==> config.mk <==
export PLATFORM = sky130hd
export DESIGN_NAME = agor_regs
export DESIGN_NICKNAME = d
export VERILOG_FILES = /design/src/agor_pkg.sv /design/src/agor_regs.sv /design/src/agor_addr_step.sv
export VERILOG_INCLUDE_DIRS = /design/src
export SDC_FILE = /design/constraint.sdc
export NUM_CORES = 1
export LEC_CHECK = 0
export BUFFER_PORTS_ARGS = -buffer_cell sky130_fd_sc_hd__buf_2
export CORE_MARGIN = 1
export CORE_UTILIZATION = 35
export CTS_BUF_LIST = sky130_fd_sc_hd__clkbuf_8
export CTS_CLUSTER_DIAMETER = 80
export CTS_CLUSTER_SIZE = 10
export DETAILED_ROUTE_END_ITERATION = 7
export SLEW_MARGIN = 0
export SYNTH_ARGS = -nofsm -noshare
export SYNTH_HDL_FRONTEND = slang
export SYNTH_SLANG_ARGS = --single-unit
==> constraint.sdc <==
create_clock -name clk -period 2.3 [get_ports clk]
set_clock_uncertainty 0.15 [all_clocks]
set_input_delay 0.23 -clock clk [delete_from_list [all_inputs] [get_ports clk]]
set_output_delay 0.23 -clock clk [all_outputs]
set_load 0.05 [all_outputs]
==> src/agor_defines.svh <==
`ifndef AGOR_DEFINES_SVH
`define AGOR_DEFINES_SVH
`define AGOR_ADDR_W 15
`define AGOR_OFS_STREAM_MODE 15'h0010
`define AGOR_OFS_SOFT_POR 15'h0021
`define AGOR_OFS_GAIN_HI 15'h0022
`define AGOR_OFS_GAIN_LO 15'h0023
`define AGOR_OFS_OFFSET_HI 15'h0025
`define AGOR_OFS_OFFSET_LO 15'h0026
`define AGOR_RST_STREAM_MODE 8'h00
`define AGOR_RST_SOFT_POR 8'h00
`define AGOR_RST_GAIN_HI 8'h40
`define AGOR_RST_GAIN_LO 8'h00
`define AGOR_RST_OFFSET_HI 8'h40
`define AGOR_RST_OFFSET_LO 8'h00
`define AGOR_BIT_ADDR_HOLD 0
`define AGOR_BIT_RESET_TRIG 0
`define AGOR_TRIM_HI_MSB 6
`define AGOR_ADDR_MAX 15'h7FFF
`define AGOR_ADDR_MIN 15'h0000
`define AGOR_ADDR_STEP 15'h0001
`define AGOR_OFFSET_NONE 15'h4000
`define AGOR_RST_GAIN_FIELD 15'h4000
`define AGOR_REG_COUNT 6
`define AGOR_IDX_MODE 0
`define AGOR_IDX_POR 1
`define AGOR_IDX_GAIN_HI 2
`define AGOR_IDX_GAIN_LO 3
`define AGOR_IDX_OFFSET_HI 4
`define AGOR_IDX_OFFSET_LO 5
`endif

==> src/agor_pkg.sv <==
package agor_pkg;
  typedef struct packed {
    logic [14:0] addr;
    logic write;
    logic [7:0] wdata;
  } agor_req_t;
  typedef struct packed {
    logic [14:0] gain;
    logic [14:0] offset;
  } agor_trim_t;
endpackage : agor_pkg

==> src/agor_regs.sv <==
`timescale 1ns/1ps
`default_nettype none
`include "agor_defines.svh"
// Function
// hold bit freezes streaming address
// reset pulse only on 0-to-1 edge
// host writes 0 then 1
// gain high 6:0 at 0x022, low 0x023
// offset high 6:0 at 0x025, reset 0x40
// offset ignored during background calibration
// mode register resets to 0x00
// ascend increments, descend decrements, wrapping
// offset low at 0x026, 0x4000 neutral
// reserved bits read back, no effect
module agor_regs (
  input wire logic clk,
  input wire logic rst_n,
  input wire logic clkEn,
  input wire logic reqValid,
  input wire agor_pkg::agor_req_t req,
  input wire logic streamNext,
  input wire logic ascendSelect,
  input wire logic bgCalEnable,
  output logic [7:0] rdata,
  output logic [14:0] nextAddr,
  output logic digitalResetPulse,
  output var agor_pkg::agor_trim_t trim
);
  logic [7:0] modeReg_q;
  logic [7:0] porReg_q;
  logic [7:0] gainHi_q;
  logic [7:0] gainLo_q;
  logic [7:0] offHi_q;
  logic [7:0] offLo_q;
  logic trigPrev_q;
  logic [14:0] curAddr_q;
  logic [14:0] stepAddr;
  logic wr;
  logic [7:0] rdata_d;
  logic [`AGOR_REG_COUNT-1:0] hitVec;
  logic [`AGOR_ADDR_W-1:0] ofsTable [`AGOR_REG_COUNT];
  logic wrMode;
  logic wrPor;
  logic wrGainHi;
  logic wrGainLo;
  logic wrOffHi;
  logic wrOffLo;
  logic [14:0] gainField;
  logic [14:0] offsetField;
  logic [14:0] offsetApplied;

  // requests only count while the clock enable is high
  assign wr = clkEn & reqValid & req.write;

  assign ofsTable[`AGOR_IDX_MODE] = `AGOR_OFS_STREAM_MODE;
  assign ofsTable[`AGOR_IDX_POR] = `AGOR_OFS_SOFT_POR;
  assign ofsTable[`AGOR_IDX_GAIN_HI] = `AGOR_OFS_GAIN_HI;
  assign ofsTable[`AGOR_IDX_GAIN_LO] = `AGOR_OFS_GAIN_LO;
  assign ofsTable[`AGOR_IDX_OFFSET_HI] = `AGOR_OFS_OFFSET_HI;
  assign ofsTable[`AGOR_IDX_OFFSET_LO] = `AGOR_OFS_OFFSET_LO;

  // one comparator per mapped register
  genvar gi;
  generate
    for (gi = 0; gi < `AGOR_REG_COUNT; gi++) begin : g_hit
      assign hitVec[gi] = (req.addr == ofsTable[gi]);
    end
  endgenerate

  // unmapped writes match no strobe and are dropped
  assign wrMode = wr & hitVec[`AGOR_IDX_MODE];
  assign wrPor = wr & hitVec[`AGOR_IDX_POR];
  assign wrGainHi = wr & hitVec[`AGOR_IDX_GAIN_HI];
  assign wrGainLo = wr & hitVec[`AGOR_IDX_GAIN_LO];
  assign wrOffHi = wr & hitVec[`AGOR_IDX_OFFSET_HI];
  assign wrOffLo = wr & hitVec[`AGOR_IDX_OFFSET_LO];

  agor_addr_step uStep (
    .addrIn(curAddr_q),
    .holdAddr(modeReg_q[`AGOR_BIT_ADDR_HOLD]),
    .ascend(ascendSelect),
    .addrOut(stepAddr)
  );

  // address tracks request, then steps while streaming
  always_ff @(posedge clk) begin
    if (!rst_n) begin
      curAddr_q <= `AGOR_ADDR_MIN;
    end else if (clkEn && reqValid) begin
      curAddr_q <= req.addr;
    end else if (clkEn && streamNext) begin
      // step or hold
      curAddr_q <= stepAddr;
    end
  end
  assign nextAddr = stepAddr;

  // mode reset 0x00; R10 reserved kept
  always_ff @(posedge clk) begin
    if (!rst_n) begin
      modeReg_q <= `AGOR_RST_STREAM_MODE;
    end else if (wrMode) begin
      modeReg_q <= req.wdata;
    end
  end

  // soft reset register is not cleared by its own pulse
  always_ff @(posedge clk) begin
    if (!rst_n) begin
      porReg_q <= `AGOR_RST_SOFT_POR;
    end else if (wrPor) begin
      porReg_q <= req.wdata;
    end
  end

  // previous trigger level
  always_ff @(posedge clk) begin
    if (!rst_n) begin
      trigPrev_q <= 1'b0;
    end else if (clkEn) begin
      trigPrev_q <= porReg_q[`AGOR_BIT_RESET_TRIG];
    end
  end

  // pulse on rising edge only
  // rewriting 1 finds trigPrev_q high, so no second pulse
  always_ff @(posedge clk) begin
    if (!rst_n) begin
      digitalResetPulse <= 1'b0;
    end else if (clkEn) begin
      digitalResetPulse <= porReg_q[`AGOR_BIT_RESET_TRIG] & ~trigPrev_q;
    end
  end

  // gain high byte
  always_ff @(posedge clk) begin
    if (!rst_n) begin
      gainHi_q <= `AGOR_RST_GAIN_HI;
    end else if (wrGainHi) begin
      gainHi_q <= req.wdata;
    end
  end

  // gain low byte
  always_ff @(posedge clk) begin
    if (!rst_n) begin
      gainLo_q <= `AGOR_RST_GAIN_LO;
    end else if (wrGainLo) begin
      gainLo_q <= req.wdata;
    end
  end

  // offset high byte
  always_ff @(posedge clk) begin
    if (!rst_n) begin
      offHi_q <= `AGOR_RST_OFFSET_HI;
    end else if (wrOffHi) begin
      offHi_q <= req.wdata;
    end
  end

  // offset low byte
  always_ff @(posedge clk) begin
    if (!rst_n) begin
      offLo_q <= `AGOR_RST_OFFSET_LO;
    end else if (wrOffLo) begin
      offLo_q <= req.wdata;
    end
  end

  // bit 7 dropped from trims
  assign gainField = {gainHi_q[`AGOR_TRIM_HI_MSB:0], gainLo_q};
  assign offsetField = {offHi_q[`AGOR_TRIM_HI_MSB:0], offLo_q};

  // neutral offset under background calibration
  assign offsetApplied = bgCalEnable ? `AGOR_OFFSET_NONE : offsetField;

  // bytes apply as written, so a half-written pair shows briefly
  always_ff @(posedge clk) begin
    if (!rst_n) begin
      trim.gain <= `AGOR_RST_GAIN_FIELD;
    end else if (clkEn) begin
      trim.gain <= gainField;
    end
  end

  always_ff @(posedge clk) begin
    if (!rst_n) begin
      trim.offset <= `AGOR_OFFSET_NONE;
    end else if (clkEn) begin
      trim.offset <= offsetApplied;
    end
  end

  // unmapped addresses read zero
  always_comb begin
    case (req.addr)
      `AGOR_OFS_STREAM_MODE: rdata_d = modeReg_q;
      `AGOR_OFS_SOFT_POR: rdata_d = porReg_q;
      `AGOR_OFS_GAIN_HI: rdata_d = gainHi_q;
      `AGOR_OFS_GAIN_LO: rdata_d = gainLo_q;
      `AGOR_OFS_OFFSET_HI: rdata_d = offHi_q;
      `AGOR_OFS_OFFSET_LO: rdata_d = offLo_q;
      default: rdata_d = 8'h00;
    endcase
  end

  always_ff @(posedge clk) begin
    if (!rst_n) begin
      rdata <= 8'h00;
    end else if (clkEn && reqValid && !req.write) begin
      rdata <= rdata_d;
    end
  end
endmodule : agor_regs
`default_nettype wire

==> src/agor_addr_step.sv <==
`timescale 1ns/1ps
`default_nettype none
`include "agor_defines.svh"
module agor_addr_step (
  input wire logic [14:0] addrIn,
  input wire logic holdAddr,
  input wire logic ascend,
  output logic [14:0] addrOut
);
  always_comb begin
    // hold or step
    if (holdAddr) begin
      addrOut = addrIn;
    // natural wrap both ways
    end else if (ascend) begin
      addrOut = (addrIn == `AGOR_ADDR_MAX) ? `AGOR_ADDR_MIN : addrIn + `AGOR_ADDR_STEP;
    end else begin
      addrOut = (addrIn == `AGOR_ADDR_MIN) ? `AGOR_ADDR_MAX : addrIn - `AGOR_ADDR_STEP;
    end
  end
endmodule : agor_addr_step
`default_nettype wire

==> metrics, run 1 <==
Max-Cap Viols=0; Antenna Nets Post-Route=0; CP startpoint kind=register; CTS tree=built; Max-slew headroom=0.6189; top cell type by total area after synthesis=dfxtp_1; syn_area_per_cell=8.889 um^2; Worst Path Arrival=2430 ps; startpoint of the worst register-to-register path=curAddr_q[1]; Worst-Margin Slew=571.6 ps; drt initial violations=260; IO Count=85; sequential area share after synthesis=0.3834; clk_lat worst skew=390 ps; Setup crit end kind=output port; RePlAce Congestion=0.9453; cell count after synthesis=605; Comb power frac=0.273; Final setup viols=16; clk root buf=clkbuf_8; initial antenna violation count=0; Hold EP=gainHi_q[6]; power per cell area=545.9 mW/mm^2; RSZ-0062 raised after global routing=true; vias=5,232; Initial Utilization=0.3645; die area=0.01586 mm^2; Core ar.=0.01475 mm^2; Post-DP HPWL=13,090 um; 1st-pass router iterations=5; FP Rows=44; Setup WS post-layout=-510.3 ps; Pint=0.002713 W; # nets final=804; Die Wd=126.0 um; peak fanout along the critical path=5; Clk pin slew, worst setup/hold paths=110 ps; failing checks=negative setup slack; yosys warns=0; largest net degree at the start of global routing=50; crit path time final=2810 ps; #FFs+latches synth=103; final WL=17,930 um; Port Buf Inserts=84; pre-CTS setup slack=-272.5 ps; vias in the first global route=5,103; reg-to-reg endpoint=curAddr_q[12]; Setup Crit Path Kind=register to output port; Max Clk Rate=0.3558 GHz; Hold Crit Start=req[6]; # clock sinks=103; top cells by area, synth=dfxtp_1 (38%), mux2i_1 (13%), nor2b_1 (7.6%); P&R area growth vs syn=38.97%; reg-to-reg slack, setup=-120 ps; Final Hold Viols=0; Hold Path Cell Cnt=3; Power, Total=0.004080 W; global-route wire length before repair=28,130 um; post-synthesis cell area=0.005378 mm^2; Synth Net Count=639; Sw Share=0.3350; ys async rst share=0; Total GRT Usage=0.2289; Final Hold Slack=35.72 ps; Avg Vias per Cell=5.456; Post-synth EDFFs=0; total negative slack=-5338 ps; Slew Limit Fails=0; Reg power frac=0.449; status=finished, violations left; Clock power frac=0.278; Final Instance Count excl. Fillers=959; Final Cycle Share=1.222; total placed cells including tap cells=926; wire per inst=18.70 um; Die Y=126.0 um; Overflow after GRT=0; leakage=3.086 nW; Inserted Clock Buffers=9; ANT cells=0; area share of the largest cell type after synthesis=0.3834; Synth cell types=62; H-tree depth=3; reg2reg path depth=8; Post-synth top flop=dfxtp_1; Critical Path RT=1920 ps; P_sw=0.001367 W; clock buffer depth=2; peak supply drop=0.4110 mV; layout cell share with drive strength beyond 1=0.3794; HP Class=input port to register; DRC viols=0
-- worst max-delay path, cell delays in order, from the launching register on --
cell,delay [ps]
dfxtp_4,370
inv_4,60
ha_4,140
or4b_4,480
or4_4,440
a21oi_4,200
xor2_4,180
buf_6,180
-- cells by family (layout without fill, tap and decap cells) --
logic type / count (synthesis) / in the layout / synth area share
muxes: 71 / 71 / 0.1322
and+or+nand+nor: 217 / 217 / 0.2383
xor gates and xnor gates: 8 / 8 / 0.01443
DFF: 103 / 103 / 0.3834
AOI/OAI and AO/OA: 134 / 134 / 0.1645
adders and majority gates: 3 / 3 / 0.006981
buffers and inverters: 69 / 239 / 0.06026
-- power groups by stage --
stage	Combinational [W]	Sequential (W)	Clock, W
2_1_floorplan	0.000534	0.00189	0
3_3_place_gp	0.000907	0.00187	0
3_5_place_dp	0.000909	0.00187	0
4_1_cts	0.00106	0.00183	0.00118
5_1_grt	0.00117	0.00184	0.00125
6_report	0.00111	0.00183	0.00113
-- metrics by stage --
stage | cell area, um^2 | utilization
after floorplan | 5507 | -
after global placement | 6701 | 0.4542
after detailed placement | 6701 | 0.4542
after CTS | 7258 | 0.4919
after global routing | 7473 | 0.5065
final | 7473 | 0.5065
-- worst max-delay path by stage --
stage	start	end
6_report	curAddr_q[1]	nextAddr[12]
4_1_cts	curAddr_q[1]	nextAddr[12]
3_5_place_dp	curAddr_q[1]	nextAddr[6]
5_1_grt	curAddr_q[1]	nextAddr[12]
2_1_floorplan	curAddr_q[1]	curAddr_q[12]
3_3_place_gp	curAddr_q[1]	nextAddr[6]
-- metal layers --
layer	global-route usage	vias up	share of wire
met5	0	-	0
met4	0.1091	0	0.041
met3	0.03526	46	0.043
met2	0.3913	171	0.48
met1	0.2813	2510	0.43
li1	-	2505	-
-- flip-flops by register name, summed over array words and instances, names as in the netlist --
name,count
trim,30
curAddr_q,15
gainHi_q,8
gainLo_q,8
modeReg_q,8
offHi_q,8
offLo_q,8
porReg_q,8
rdata,8
digitalResetPulse,1
trigPrev_q,1
-- cells in the mapped netlist (9+ instances only) --
cell type,count
dfxtp_1,103
mux2i_1,71
nor2b_1,65
nand2_1,41
a21oi_1,33
clkbuf_1,31
inv_1,25
o21ai_0,22
nor3_1,20
and2_1,16
nor2_1,16
o22ai_1,15
a22o_1,10
a31oi_1,10
a22oi_1,9
nand3_1,9
-- layout by cell type (no fill, tap or decap), drive strengths merged, types with 10 or more instances in the layout --
master,instances
nor2b,65
o21ai,22
mux2i,71
a22o,10
dfxtp,103
nor4,10
a31oi,10
inv,25
nor2,16
buf,196
nand2,41
and2,17
o22ai,15
nor3,20
a21oi,34
-- layout make-up --
type / instances / area [um^2]
timing repair buffer: 197 / 1483
sequential: 103 / 2079
multi-input combinational: 433 / 3379
clock buffer: 9 / 123.9
fill: 1442 / 7281
clock inverter: 7 / 71.32
inverter: 26 / 106.4
tap: 184 / 230.2
-- timing repair --
item	4_1_cts	5_1_grt
pin swaps	14	18
hold buffers	1	0
hold endpoints to repair	1	0
buffers inserted	5	11
resized for setup	89	31
setup endpoints to repair	22	38
(Power assumes the default switching activity.)
==> inputs of run 2 (changes only) <==
BUFFER_PORTS_ARGS = -buffer_cell sky130_fd_sc_hd__clkbuf_2   (was -buffer_cell sky130_fd_sc_hd__buf_2)
CTS_CLUSTER_DIAMETER = 30   (was 80)
PLACE_DENSITY = 0.55   (was default)
==> run 2 against run 1 <==
  * The run still ends with negative setup slack left
  * Setup slack got worse by 50 ps
  * Sequential power about the same
  * Clock-buffer cell count increased by 1
  * Critical path type unchanged
==> metrics, run 2 (same netlist as run 1, synthesis figures left out) <==
initial antenna violation count=0; Initial Utilization=0.3645; max layer used=met4; HP Class=input port to register; Post-DP HPWL=13,470 um; Power, Total=0.004236 W; # nets final=800; most frequent cells in the layout=dfxtp_1 (96), buf_4 (90), mux2i_1 (70), clkbuf_2 (69), nor2b_1 (65); metal1 wirelength=8552 um; Clk pin slew, worst setup/hold paths=100 ps; Die Wd=126.0 um; Worst Path Arrival=2480 ps; leakage=3.104 nW; FP Rows=44; Sequential Area=0.002081 mm^2; Critical Path RT=1920 ps; wire per inst=19.01 um; die area=0.01586 mm^2; Max-Cap Viols=0; fillcell total=1,387; Avg Vias per Cell=5.457; layout cell share with drive strength beyond 1=0.3787; RSZ-0062 raised after global routing=true; Core ar.=0.01475 mm^2; IO Count=85; Antenna Nets Post-Route=0; Final Hold Slack=56.40 ps; RePlAce Congestion=0.9200; Multi-input gate area=0.003526 mm^2; clk root buf=clkbuf_8; Setup crit end kind=output port; Largest Register=trim; CP startpoint kind=register; 1st-pass router iterations=5; pre-CTS setup slack=-223.7 ps; # clock sinks=103; status=finished, violations left; Final Cycle Share=1.244; vias in the first global route=5,077; Max Clk Rate=0.3496 GHz; Largest register FFs=30; global-route wire length before repair=28,410 um; peak fanout along the critical path=3; peak supply drop=0.3499 mV; Max-slew headroom=0.2588; clock buffer depth=2; DRC viols=0; Overflow after GRT=0; power per cell area=551.7 mW/mm^2; Port Buf Inserts=84; Setup WS post-layout=-560.6 ps; ANT cells=0; failing checks=negative setup slack; commonest non-fill, non-tap cell in the layout=dfxtp_1; Final setup viols=19; largest registers=trim (30), curAddr_q (15); P&R area growth vs syn=42.79%; H-tree depth=3; vias=5,211; Worst-Margin Slew=1100 ps; Final Hold Viols=0; clk_lat worst skew=380 ps; CTS tree=built; largest net degree at the start of global routing=71; drt initial violations=366; Setup Crit Path Kind=register to output port; final WL=18,160 um; Inserted Clock Buffers=9; wire length on met3=913 um; met2 WL=8261 um; Die Y=126.0 um; crit path time final=2861 ps; Total GRT Usage=0.2337; Slew Limit Fails=0
-- run 2: critical path, stage by stage (launching register included) --
cell and delay (ps):
dfxtp_4 360, inv_4 60, ha_4 130, or4b_4 460, or4_4 540, a21oi_4 190, xor2_4 200, buf_12 160
-- run 2: power by group --
group | switching (W) | leakage [nW] | internal [W]
combinational | 0.000675 | 2.16 | 0.000576
clock | 0.000629 | 0.112 | 0.000523
sequential | 0.0000265 | 0.837 | 0.00181
total | 0.00133 | 3.10 | 0.00291
-- run 2: cell type report --
type	instances	area share
multi-input combinational	433	0.4592
timing repair buffer	193	0.2011
inverter	26	0.01385
clock inverter	6	0.007007
tap	184	0.02998
clock buffer	10	0.01792
sequential	103	0.2710
-- run 2: timing repair --
item                                    4_1_cts  5_1_grt
pin swaps                                    26       24
hold endpoints to repair                      1        0
setup buffers                                14        9
endpoints found under the setup margin       20       48
hold buffers                                  1        0
gates resized for setup                      91       40
-- run 2: final timing paths --
| path | start | endpoint | slack [ps] | cells past startpoint |
|---|---|---|---|---|
| setup / recovery | curAddr_q[1] | nextAddr[12] | -560 | 7 |
| hold / removal | req[5] | offHi_q[5] | 60 | 3 |
| setup reg to reg | curAddr_q[1] | curAddr_q[12] | -180 | 8 |
| hold reg to reg | digitalResetPulse | digitalResetPulse | 360 | 2 |
-- run 2: per-layer routing --
layer  global-route usage  vias up
met5                    0        -
met4              0.08221        0
met3              0.04376       27
met2               0.3679      157
met1               0.3190     2518
li1                     -     2509
-- run 2: metrics by stage --
stage | utilization | cell area [um^2] | setup TNS [ps] | std cells
2_1_floorplan | - | 5507 | -581.9 | 605
3_3_place_gp | 0.4600 | 6787 | -1669 | 919
3_5_place_dp | 0.4600 | 6787 | -1649 | 919
4_1_cts | 0.5053 | 7456 | -6075 | 950
5_1_grt | 0.5204 | 7679 | -7631 | 955
6_report | 0.5204 | 7679 | -5712 | 955
